[config.mk]
export PLATFORM = sky130hd
export DESIGN_NAME = dac_serial_host_interface
export DESIGN_NICKNAME = d
export VERILOG_FILES = /design/src/design/dac_host_pkg.sv /design/src/design/cmd_fifo.sv /design/src/design/dac_serial_host_interface.sv /design/src/design/sync_2ff.sv
export SDC_FILE = /design/constraint.sdc
export NUM_CORES = 2
export LEC_CHECK = 0
export BUFFER_PORTS_ARGS = -buffer_cell sky130_fd_sc_hd__buf_2
export CAP_MARGIN = 20
export CELL_PAD_IN_SITES_DETAIL_PLACEMENT = 0
export CELL_PAD_IN_SITES_GLOBAL_PLACEMENT = 1
export CORE_AREA = 3 3 639 641
export DETAILED_ROUTE_END_ITERATION = 7
export DIE_AREA = 0 0 642 644
export PLACE_DENSITY_LB_ADDON = 0.12
export SKIP_LAST_GASP = 1
export SLEW_MARGIN = 25
export SYNTH_ARGS = -nofsm -noshare
export SYNTH_HDL_FRONTEND = slang
export SYNTH_MEMORY_MAX_BITS = 65536
export SYNTH_SLANG_ARGS = --single-unit
[constraint.sdc]
create_clock -name REF_CLK -period 8.51 [get_ports REF_CLK]
set_input_delay 1.702 -clock REF_CLK [delete_from_list [all_inputs] [get_ports REF_CLK]]
set_output_delay 1.702 -clock REF_CLK [all_outputs]
set_load 0.05 [all_outputs]
[src/design/dac_host_pkg.sv]
// Constants shared by the serial command front end and its helpers.
// Assumes a single 40 MHz reference clock.
package dac_host_pkg;
	localparam int FRAME_BITS      = 24;
	localparam int ADDR_BITS       = 6;
	localparam int DATA_BITS       = 12;
	localparam int QUEUE_DEPTH     = 128;
	localparam int CMD_BITS        = 21;
	// Frame bit positions, MSB first on the wire
	localparam int POS_BANK        = 23;
	localparam int POS_READ        = 22;
	localparam int POS_ADDR_HI     = 21;
	localparam int POS_ADDR_LO     = 16;
	localparam int POS_TSEL_HI     = 15;
	localparam int POS_TSEL_LO     = 14;
	localparam int POS_DATA_HI     = 13;
	localparam int POS_DATA_LO     = 2;
	// Command word layout: bank, target select, address, data
	localparam int CMD_BANK        = 20;
	localparam int CMD_TSEL_HI     = 19;
	localparam int CMD_TSEL_LO     = 18;
	localparam int CMD_ADDR_HI     = 17;
	localparam int CMD_ADDR_LO     = 12;
	// Timing
	localparam int CLK_PERIOD_PS   = 25000;
	localparam int CALC_TIME_NS    = 500;
	localparam int CALC_CYCLES     =
		(CALC_TIME_NS * 1000 + CLK_PERIOD_PS - 1) / CLK_PERIOD_PS;
	localparam int RESET_TIME_US   = 270;
	localparam int RESET_CYCLES    =
		(RESET_TIME_US * 1000000 + CLK_PERIOD_PS - 1) / CLK_PERIOD_PS;
	localparam logic [1:0] TSEL_DATA = 2'h3;
endpackage : dac_host_pkg

[src/design/cmd_fifo.sv]
// Parameterised valid/ready command FIFO.
// Assumes one clock and a synchronous active-high reset.
`timescale 1ns/100ps
module cmd_fifo #(
	parameter int WIDTH = 21,
	parameter int DEPTH = 16
) (
	input  wire logic             clk,
	input  wire logic             srst,
	input  wire logic [WIDTH-1:0] in_data,
	input  wire logic             in_valid,
	output logic                  in_ready,
	output logic      [WIDTH-1:0] out_data,
	output logic                  out_valid,
	input  wire logic             out_ready
);
	localparam int AW = $clog2(DEPTH);

	logic [WIDTH-1:0] mem [DEPTH];
	logic [AW-1:0]    wr_ptr_r;
	logic [AW-1:0]    rd_ptr_r;
	logic [AW:0]      count_r;
	logic             push;
	logic             pop;

	assign in_ready  = (count_r != (AW+1)'(DEPTH));
	assign out_valid = (count_r != '0);
	assign push      = in_valid & in_ready;
	assign pop       = out_valid & out_ready;
	assign out_data  = mem[rd_ptr_r];

	always_ff @(posedge clk) begin
		if (push) begin
			mem[wr_ptr_r] <= in_data;
		end
	end

	always_ff @(posedge clk) begin
		if (srst) begin
			wr_ptr_r <= '0;
			rd_ptr_r <= '0;
			count_r  <= '0;
		end else begin
			if (push) begin
				wr_ptr_r <= wr_ptr_r + 1'b1;
			end
			if (pop) begin
				rd_ptr_r <= rd_ptr_r + 1'b1;
			end
			if (push && !pop) begin
				count_r <= count_r + 1'b1;
			end else if (pop && !push) begin
				count_r <= count_r - 1'b1;
			end
		end
	end
endmodule : cmd_fifo

[src/design/dac_serial_host_interface.sv]
// Command front end of a multi-channel DAC: serial port, parallel
// write queue, busy and output-load handling, reset and power-down.
// Assumes pins are asynchronous; serial clock far slower than REF_CLK.
// Behaviour
// (RULE_01) Any register write drives busy low while corrected data computes.
// (RULE_02) During busy writes still accepted; no DAC output update.
// (RULE_03) Load strobe during busy is remembered; applied once busy ends.
// (RULE_04) Strobe held low updates outputs every time busy returns high.
// (RULE_05) Busy low during reset; interfaces off, load strobes discarded.
// (RULE_06) Strobe copies only channels whose corrected data was rewritten.
// (RULE_07) Queue enable pin sampled at reset and clear; parallel mode only.
// (RULE_08) Queue holds up to 128 writes; busy low while draining; full drops.
// (RULE_09) Reset sets registers to defaults, outputs high impedance, busy low; regs and data_b are not reset here.
// (RULE_10) Power-down lowers power, outputs float or 100k, registers kept.
// (RULE_11) Port type selects parallel or serial; protocol pin picks wire count. Here protocol high turns the serial port off.
// (RULE_12) Three-wire port active with port type high and protocol low.
// (RULE_13) Frame 24 bits MSB first: bank, read, address, target, data, pad.
// (RULE_14) Bank bit selects data register A or B in toggle mode.
// (RULE_15) Standalone: falling select starts frame; clocks after 24 ignored.
// (RULE_16) Daisy chain: shifts while select low; overflow bits leave on output.
// (RULE_17) Host gives exactly 24 clocks per chained device.
// (RULE_18) Rising select latches the word and blocks further input bits.
// (RULE_19) Select rising before 24 clocks discards the frame.
// (RULE_20) Gated clock bursts exact count; free clock needs exact framing.
// (RULE_21) Read frame selects register; next frame returns address and data.
// (RULE_22) Readback bits launched on rising clock; first bit at select fall.
// (RULE_23) Serial input sampled on falling serial clock edge.
`timescale 1ns/100ps
module dac_serial_host_interface
	import dac_host_pkg::*;
#(
	parameter int NUM_CH       = 40,
	parameter int QDEPTH       = dac_host_pkg::QUEUE_DEPTH,
	parameter int RESET_CYCLES = dac_host_pkg::RESET_CYCLES
) (
	input  wire logic                               REF_CLK,
	input  wire logic                               SRST,
	input  wire logic                               PORT_TYPE_SELECT,
	input  wire logic                               PROTOCOL_SELECT,
	input  wire logic                               CHAIN_ENABLE,
	input  wire logic                               TOGGLE_ENABLE,
	input  wire logic                               QUEUE_ENABLE,
	input  wire logic                               POWER_DOWN,
	input  wire logic                               POWER_DOWN_RES_SEL,
	input  wire logic                               RESET_IN_N,
	input  wire logic                               CLEAR_INPUT_N,
	input  wire logic                               OUTPUT_LOAD_STROBE_N,
	input  wire logic                               FRAME_SELECT_N,
	input  wire logic                               SERIAL_CLK,
	input  wire logic                               SERIAL_IN,
	output logic                                    SERIAL_OUT,
	input  wire logic                               PAR_WRITE_N,
	input  wire logic                               PAR_SELECT_N,
	input  wire logic [dac_host_pkg::ADDR_BITS-1:0] PAR_CHANNEL_ADDRESS,
	input  wire logic [1:0]                         PAR_TARGET_SELECT,
	input  wire logic [dac_host_pkg::DATA_BITS-1:0] PAR_DATA_WORD,
	output logic                                    BUSY_N,
	output logic                                    OUTPUT_FLOAT,
	output logic                                    OUTPUT_PULLDOWN,
	output logic                                    LOW_POWER,
	output logic                                    DAC_UPDATE,
	output logic [dac_host_pkg::ADDR_BITS-1:0]      DAC_CHANNEL,
	output logic [dac_host_pkg::DATA_BITS-1:0]      DAC_VALUE
);
	import dac_host_pkg::*;

	localparam int CW = $clog2(RESET_CYCLES + 1);

	typedef enum logic [3:0] {
		ST_RESET = 4'h1,
		ST_IDLE  = 4'h2,
		ST_CALC  = 4'h4,
		ST_LOAD  = 4'h8
	} state_type;

	// Pin synchronisation
	logic [13:0] pins_s;
	sync_2ff #(
		.WIDTH(14)
	) u_sync (
		.clk(REF_CLK),
		.d  ({PORT_TYPE_SELECT, PROTOCOL_SELECT, CHAIN_ENABLE,
		      QUEUE_ENABLE, RESET_IN_N, CLEAR_INPUT_N,
		      OUTPUT_LOAD_STROBE_N, FRAME_SELECT_N, SERIAL_CLK,
		      SERIAL_IN, PAR_WRITE_N, POWER_DOWN,
		      POWER_DOWN_RES_SEL, TOGGLE_ENABLE}),
		.q  (pins_s)
	);
	logic ptype_s, proto_s, chain_s, qen_s, rst_n_s, clr_n_s;
	logic load_n_s, fs_n_s, sclk_s, sdi_s, wr_n_s;
	logic pd_s, pdsel_s, tog_s;
	assign {ptype_s, proto_s, chain_s, qen_s, rst_n_s, clr_n_s,
		load_n_s, fs_n_s, sclk_s, sdi_s, wr_n_s,
		pd_s, pdsel_s, tog_s} = pins_s;

	// Parallel address/data are stable around the write edge
	logic [ADDR_BITS-1:0] par_addr_r;
	logic [1:0]           par_tsel_r;
	logic [DATA_BITS-1:0] par_data_r;
	logic                 par_cs_r;
	always_ff @(posedge REF_CLK) begin
		par_addr_r <= PAR_CHANNEL_ADDRESS;
		par_tsel_r <= PAR_TARGET_SELECT;
		par_data_r <= PAR_DATA_WORD;
		par_cs_r   <= ~PAR_SELECT_N;
	end

	// Edge history
	logic rst_n_d_r, clr_n_d_r, fs_n_d_r, sclk_d_r, wr_n_d_r;
	logic load_n_d_r;
	always_ff @(posedge REF_CLK) begin
		load_n_d_r <= load_n_s;
		rst_n_d_r <= rst_n_s;
		clr_n_d_r <= clr_n_s;
		fs_n_d_r  <= fs_n_s;
		sclk_d_r  <= sclk_s;
		wr_n_d_r  <= wr_n_s;
	end
	logic rst_fall, clr_fall, fs_fall, fs_rise, sclk_fall, sclk_rise, wr_rise;
	assign rst_fall  = rst_n_d_r & ~rst_n_s;
	assign clr_fall  = clr_n_d_r & ~clr_n_s;
	assign fs_fall   = fs_n_d_r & ~fs_n_s;
	assign fs_rise   = ~fs_n_d_r & fs_n_s;
	assign sclk_fall = sclk_d_r & ~sclk_s;
	assign sclk_rise = ~sclk_d_r & sclk_s;
	assign wr_rise   = ~wr_n_d_r & wr_n_s;

	state_type      state_r;
	logic [CW-1:0]  timer_r;
	logic           ifc_on;
	logic           serial_on;
	logic           par_on;
	assign ifc_on    = (state_r != ST_RESET);
	assign par_on    = ifc_on & ~ptype_s; // RULE_11
	assign serial_on = ifc_on & ptype_s & ~proto_s; // RULE_11 RULE_12

	// Queue mode latched at reset and at clear
	logic queue_mode_r;
	always_ff @(posedge REF_CLK) begin
		if (SRST || rst_fall || clr_fall) begin
			queue_mode_r <= qen_s; // RULE_07
		end
	end

	// Serial frame reception
	logic [FRAME_BITS-1:0] shift_r;
	logic [4:0]            bit_cnt_r;
	logic                  in_frame_r;
	logic                  frame_full;
	logic                  serial_done;
	logic                  readback_req_r;
	logic [FRAME_BITS-1:0] readback_word_r;
	assign frame_full = (bit_cnt_r == 5'(FRAME_BITS));

	always_ff @(posedge REF_CLK) begin
		if (SRST || !serial_on) begin
			in_frame_r <= 1'b0;
			bit_cnt_r  <= '0;
		end else if (fs_fall) begin
			in_frame_r <= 1'b1; // RULE_15
			bit_cnt_r  <= '0;
		end else if (fs_rise) begin
			in_frame_r <= 1'b0; // RULE_18
		end else if (in_frame_r && sclk_fall) begin
			if (!frame_full) begin
				bit_cnt_r <= bit_cnt_r + 5'h01;
			end
		end
	end

	// Chain mode keeps shifting past 24; standalone stops there
	always_ff @(posedge REF_CLK) begin
		if (SRST) begin
			shift_r <= '0;
		end else if (serial_on && fs_fall && readback_req_r) begin
			shift_r <= readback_word_r; // RULE_21
		end else if (in_frame_r && !fs_rise && sclk_fall &&
			(chain_s || !frame_full)) begin // RULE_15 RULE_16
			shift_r <= {shift_r[FRAME_BITS-2:0], sdi_s}; // RULE_23 RULE_13
		end
	end

	// Output bit launched on rising serial clock, first bit at frame start
	always_ff @(posedge REF_CLK) begin
		if (SRST) begin
			SERIAL_OUT <= 1'b0;
		end else if (serial_on && fs_fall && readback_req_r) begin
			SERIAL_OUT <= readback_word_r[FRAME_BITS-1]; // RULE_22
		end else if (in_frame_r && sclk_rise) begin
			SERIAL_OUT <= shift_r[FRAME_BITS-1]; // RULE_16 RULE_22
		end
	end

	// Short frames are discarded
	assign serial_done = in_frame_r & fs_rise & frame_full; // RULE_19

	// Command sources
	logic [CMD_BITS-1:0] ser_cmd;
	logic [CMD_BITS-1:0] par_cmd;
	logic                ser_write;
	logic                par_write;
	assign ser_cmd = {shift_r[POS_BANK] & tog_s, // RULE_14
		shift_r[POS_TSEL_HI:POS_TSEL_LO],
		shift_r[POS_ADDR_HI:POS_ADDR_LO],
		shift_r[POS_DATA_HI:POS_DATA_LO]};
	assign par_cmd   = {1'b0, par_tsel_r, par_addr_r, par_data_r};
	assign ser_write = serial_done & ~shift_r[POS_READ];
	assign par_write = par_on & par_cs_r & wr_rise;

	// Register storage
	logic [DATA_BITS-1:0] regs [4][NUM_CH];
	logic [DATA_BITS-1:0] data_b [NUM_CH];
	logic [NUM_CH-1:0]    dirty_r;

	always_ff @(posedge REF_CLK) begin
		if (SRST || rst_fall) begin
			readback_req_r  <= 1'b0;
			readback_word_r <= '0;
		end else if (serial_done && shift_r[POS_READ]) begin
			readback_req_r  <= 1'b1;
			readback_word_r <= {shift_r[POS_BANK:POS_TSEL_LO],
				regs[shift_r[POS_TSEL_HI:POS_TSEL_LO]]
				[shift_r[POS_ADDR_HI:POS_ADDR_LO]], 2'h0};
		end else if (serial_on && fs_fall) begin
			readback_req_r <= 1'b0;
		end
	end

	// Queue between the ports and the calculation engine
	logic [CMD_BITS-1:0] q_in;
	logic                q_in_valid;
	logic                q_in_ready;
	logic [CMD_BITS-1:0] q_out;
	logic                q_out_valid;
	logic                q_out_ready;
	assign q_in       = par_write ? par_cmd : ser_cmd;
	// Without the queue, one entry at a time behaves as a plain latch
	assign q_in_valid = (par_write &
		(queue_mode_r | ~q_out_valid)) | ser_write; // RULE_08 RULE_02
	assign q_out_ready = (state_r == ST_IDLE);

	cmd_fifo #(
		.WIDTH(CMD_BITS),
		.DEPTH(QDEPTH)
	) u_queue (
		.clk      (REF_CLK),
		.srst     (SRST | rst_fall),
		.in_data  (q_in),
		.in_valid (q_in_valid),
		.in_ready (q_in_ready), // RULE_08
		.out_data (q_out),
		.out_valid(q_out_valid),
		.out_ready(q_out_ready)
	);

	// Edge remembered, level acts directly; a stale pend would replay
	logic load_pend_r;
	logic load_req;
	logic load_fall;
	assign load_req  = ~load_n_s; // RULE_04
	assign load_fall = load_n_d_r & ~load_n_s;
	always_ff @(posedge REF_CLK) begin
		if (SRST || state_r == ST_RESET) begin
			load_pend_r <= 1'b0; // RULE_05
		end else if (load_fall) begin
			load_pend_r <= 1'b1; // RULE_03
		end else if (state_r == ST_LOAD) begin
			load_pend_r <= 1'b0;
		end
	end

	// Control sequencer
	logic [CMD_BITS-1:0] cur_r;
	logic [NUM_CH-1:0]   load_ch;
	always_ff @(posedge REF_CLK) begin
		if (SRST || rst_fall) begin
			state_r <= ST_RESET; // RULE_05 RULE_09
			timer_r <= CW'(RESET_CYCLES - 1);
			cur_r   <= '0;
		end else begin
			case (state_r)
				ST_RESET: begin
					if (timer_r == '0) begin
						state_r <= ST_IDLE;
					end else begin
						timer_r <= timer_r - 1'b1;
					end
				end
				ST_IDLE: begin
					if (q_out_valid) begin
						cur_r   <= q_out;
						timer_r <= CW'(CALC_CYCLES - 1);
						state_r <= ST_CALC; // RULE_01
					end else if ((load_pend_r || load_req) &&
						dirty_r != '0) begin
						state_r <= ST_LOAD; // RULE_03 RULE_06
					end
				end
				ST_CALC: begin
					if (timer_r == '0) begin
						state_r <= ST_IDLE;
					end else begin
						timer_r <= timer_r - 1'b1;
					end
				end
				ST_LOAD: state_r <= ST_IDLE;
				default: state_r <= ST_RESET;
			endcase
		end
	end

	// Busy spans reset, calculation and queued entries
	assign BUSY_N = (state_r == ST_IDLE) & ~q_out_valid
		| (state_r == ST_LOAD); // RULE_01 RULE_08

	// Register write at end of calculation; corrected data marked dirty
	logic                 calc_end;
	logic [ADDR_BITS-1:0] cur_ch;
	assign calc_end = (state_r == ST_CALC) && (timer_r == '0);
	assign cur_ch   = cur_r[CMD_ADDR_HI:CMD_ADDR_LO];
	always_ff @(posedge REF_CLK) begin
		if (calc_end && cur_ch < ADDR_BITS'(NUM_CH)) begin
			if (cur_r[CMD_TSEL_HI:CMD_TSEL_LO] == TSEL_DATA &&
				cur_r[CMD_BANK]) begin
				data_b[cur_ch] <= cur_r[DATA_BITS-1:0]; // RULE_14
			end else begin
				regs[cur_r[CMD_TSEL_HI:CMD_TSEL_LO]][cur_ch]
					<= cur_r[DATA_BITS-1:0];
			end
		end
	end

	always_ff @(posedge REF_CLK) begin
		if (SRST || rst_fall) begin
			dirty_r <= '0;
		end else if (state_r == ST_LOAD) begin
			dirty_r <= '0; // RULE_06
		end else if (calc_end && cur_ch < ADDR_BITS'(NUM_CH)) begin
			dirty_r[cur_ch] <= 1'b1;
		end
	end

	// Single-channel update report: lowest dirty channel each load
	always_comb begin
		load_ch = dirty_r & (~dirty_r + 1'b1);
	end
	logic [ADDR_BITS-1:0] first_ch;
	always_comb begin
		first_ch = '0;
		for (int i = NUM_CH - 1; i >= 0; i--) begin
			if (dirty_r[i]) begin
				first_ch = ADDR_BITS'(i);
			end
		end
	end

	always_ff @(posedge REF_CLK) begin
		if (SRST || rst_fall) begin
			DAC_UPDATE  <= 1'b0;
			DAC_CHANNEL <= '0;
			DAC_VALUE   <= '0;
		end else begin
			DAC_UPDATE <= (state_r == ST_LOAD); // RULE_02 RULE_06
			if (state_r == ST_LOAD) begin
				DAC_CHANNEL <= first_ch;
				DAC_VALUE   <= regs[TSEL_DATA][first_ch];
			end
		end
	end

	// Power-down: registers untouched, only LOW_POWER and output drive change
	always_ff @(posedge REF_CLK) begin
		if (SRST) begin
			LOW_POWER       <= 1'b0;
			OUTPUT_FLOAT    <= 1'b1; // RULE_09
			OUTPUT_PULLDOWN <= 1'b0;
		end else begin
			LOW_POWER       <= pd_s; // RULE_10
			OUTPUT_FLOAT    <= (state_r == ST_RESET) |
				(pd_s & ~pdsel_s);
			OUTPUT_PULLDOWN <= pd_s & pdsel_s;
		end
	end
endmodule : dac_serial_host_interface

[src/design/sync_2ff.sv]
// Two flip-flop synchroniser for a bus of level signals.
// Assumes inputs are asynchronous to clk.
`timescale 1ns/100ps
module sync_2ff #(
	parameter int WIDTH = 1
) (
	input  wire logic             clk,
	input  wire logic [WIDTH-1:0] d,
	output logic      [WIDTH-1:0] q
);
	logic [WIDTH-1:0] meta_r;

	always_ff @(posedge clk) begin
		meta_r <= d;
		q      <= meta_r;
	end
endmodule : sync_2ff
==> results.ini <==
[clocking]
clockRootBuffer = clkbuf_16
h-tree-depth = 6
insertion_delay_ns = 1.03
post_cts_buffers = 0
path_clk_slew_ns = 0.06
cts_resized = 0
cts_max_path_buffers = 4
cts.sinks = 4844
cts_tree = built
cts_buffers = 522
holdBufCountCts = 0

[logic_synthesis]
synthArstFlopShare = 0
synth.avg_cell_area_um2 = 22.1
yosysTopAreaCell = edfxtp_1
synth_cells = 8581
synth-seq-cells = 4844
ys_types = 80
ys.flop_type = edfxtp_1
ys_top_cells_by_area = edfxtp_1, mux4_2, dfxtp_1, mux2i_1, nor2_1
synthTopCellsByCount = edfxtp_1, mux4_2, nor2_1
synth_seq_area_share = 0.756
synth_most_common_cell = edfxtp_1
synth_edf_count = 4609
synth_warnings = 0
synth_nets = 8633
synth_top_area_frac = 0.731
netlist_area_um2 = 189000

[timing]
finalCriticalPeriod_ns = 5.05
relSlewSlack = 0.234
fmax_mhz = 198
fin_crit_sh = 0.594
drv_slew = 0
fin_skew_ns = 0.0454
worst_slew_pin_slew_ns = 1.14
setup_viol = 0
finalSetupTns_ns = 0
hold_viol_final = 0
rsz0062_at_grt = false

[cells_and_area]
fin_util = 0.533
syn2layout_area_growth_pct = 13.4
nets = 9109
drive_gt1_frac = 0.313
fillCellCount = 31200

[floorplanning]
die_h_um = 644
die_x_um = 642
io_pins = 61
num_rows = 233
core-area_um2 = 403000
die_area_um2 = 413000
initial_utilization = 0.470

[global_routing]
grt.total_usage = 0.263
grt_pass1_wl_um = 763000
grt-ovfl-total = 0
grt_pass1_vias = 94200
antenna_found_initial = 33
grt_max_degree = 127

[power_and_ir_drop]
powerDensity_nw_per_um2 = 221
p_sw_mw = 9.18
leakagePower_nw = 70.2
p_int_mw = 38.2
ir_drop_uv = 189
power_frac_seq = 0.543
pwr-share-clk = 0.456
swShare = 0.194
p_comb_frac = 0.001

[setup_path]
crit_path_max_fanout = 12
endpoint_kind = flop
criticalPathCategory = reg -> reg
cp.arrival_ns = 5.90
critical_path_required_ns = 9.35
crit_path_start_kind = flop

[run_status]
status = complete, no violations

[detailed_routing]
routed_wirelength_um = 547000
antenna_left = 0
wl_per_cell_um = 36.8
drt-pass1-iter-count = 6
vias = 93600
drt_first_iter_violations = 11300
viasPerCell = 6.30
drc_errors = 0

[worst_hold_path]
hp-class = reg -> reg

[place]
portBuffers = 60
gp_congestion = 0.914
dp_hpwl_um = 326000

[run]
drv_cap = 0

[worst paths after layout]
check	startpoint	cells after the start	slack, ns	endpoint
setup / recovery	dirty_r[9]	9	3.46	DAC_VALUE[4]
hold / removal	u_sync.meta_r[5]	0	0.33	u_sync.q[5]
setup reg to reg	dirty_r[9]	9	3.46	DAC_VALUE[4]
hold reg to reg	u_sync.meta_r[5]	0	0.33	u_sync.q[5]
[stage by stage]
step	power, mW	hold slack [ns]	instances	instance area [um^2]	setup WS [ns]
after detailed placement	26.3	0.316	13900	198000	3.52
after CTS	47.7	0.326	14900	214000	3.65
after floorplan	26.2	0.310	8581	189000	4.78
after global placement	26.3	0.313	13900	198000	2.88
final	47.4	0.325	14900	215000	3.46
after global routing	48.7	0.336	14900	215000	3.25
[cell type report]
type                       count  area (um^2)  area share
sequential                  4844       143000       0.667
inverter                      29          109    0.000507
timing repair buffer         455         3650      0.0170
antenna                        7         17.5   0.0000816
tap                         5405         6760      0.0315
multi-input combinational   3205        44800       0.209
clock inverter               237         2020     0.00943
clock buffer                 680        14100      0.0655
[critical path: stages (launching register included)]
cell and delay [ns]:
dfxtp_1 0.37, nor4_1 0.73, nand2_1 0.24, nor2_1 0.21
and2_1 0.76, nand2_1 0.70, a211oi_1 0.67, a211oi_1 0.13
nor4_1 0.96, o21ai_1 0.09
[routing by layer]
metal | GRT usage | vias to the layer above | part of all wire
met5 | 0 | - | 0.00028
met4 | 0.0950 | 22 | 0.040
met3 | 0.0408 | 856 | 0.069
met2 | 0.424 | 3988 | 0.49
met1 | 0.367 | 51400 | 0.40
li1 | - | 37300 | -
[flip-flops by register name, summed over array words and instances, names as in the netlist, 12 cells and up, named ones only]
register         cells
u_queue.mem       2688
regs              1920
dirty_r             40
shift_r             24
readback_word_r     22
cur_r               21
timer_r             14
u_sync.meta_r       14
u_sync.q            14
DAC_VALUE           12
par_data_r          12
[placed cells by master (no fill, tap or decap), types with 16 or more instances in the layout]
cell type,n
edfxtp_1,4609
mux4_2,1505
clkbuf_16,537
buf_4,357
nor2_1,230
dfxtp_1,211
nand2_1,186
nor2_2,185
a21oi_1,182
mux2i_1,168
clkbuf_1,132
o21ai_0,115
clkinv_1,100
nand3_1,76
a211oi_1,72
clkinv_2,64
buf_2,63
and3_1,34
nor4_1,31
inv_1,29
o22ai_1,27
bufinv_16,27
buf_12,24
dfxtp_4,22
nor3_1,21
and2_1,21
mux2_4,20
a21boi_0,19
inv_6,18
xnor2_1,17
mux2_2,17
a221oi_1,16
[power by group through the flow]
| stage | Combinational, mW | Sequential (mW) | Clock (mW) |
|---|---|---|---|
| after floorplan | 0.0188 | 26.2 | 0 |
| after global placement | 0.0427 | 26.2 | 0 |
| after detailed placement | 0.0444 | 26.2 | 0 |
| after CTS | 0.0446 | 25.7 | 22.0 |
| after global routing | 0.0466 | 25.7 | 23.0 |
| final | 0.0439 | 25.7 | 21.6 |
[logic make-up (layout without fill, tap and decap cells)]
| logic type | Yosys count | in the layout | synth area share |
|---|---|---|---|
| compound gates | 548 | 548 | 0.0182 |
| xor+xnor | 31 | 31 | 0.00143 |
| fa+ha+maj | 15 | 15 | 0.00103 |
| buf+inv | 532 | 1401 | 0.0118 |
| flops | 4844 | 4844 | 0.756 |
| mux | 1714 | 1714 | 0.190 |
| other cells | 0 | 7 | 0 |
| simple gates | 897 | 897 | 0.0213 |
(Power assumes the default switching activity.)
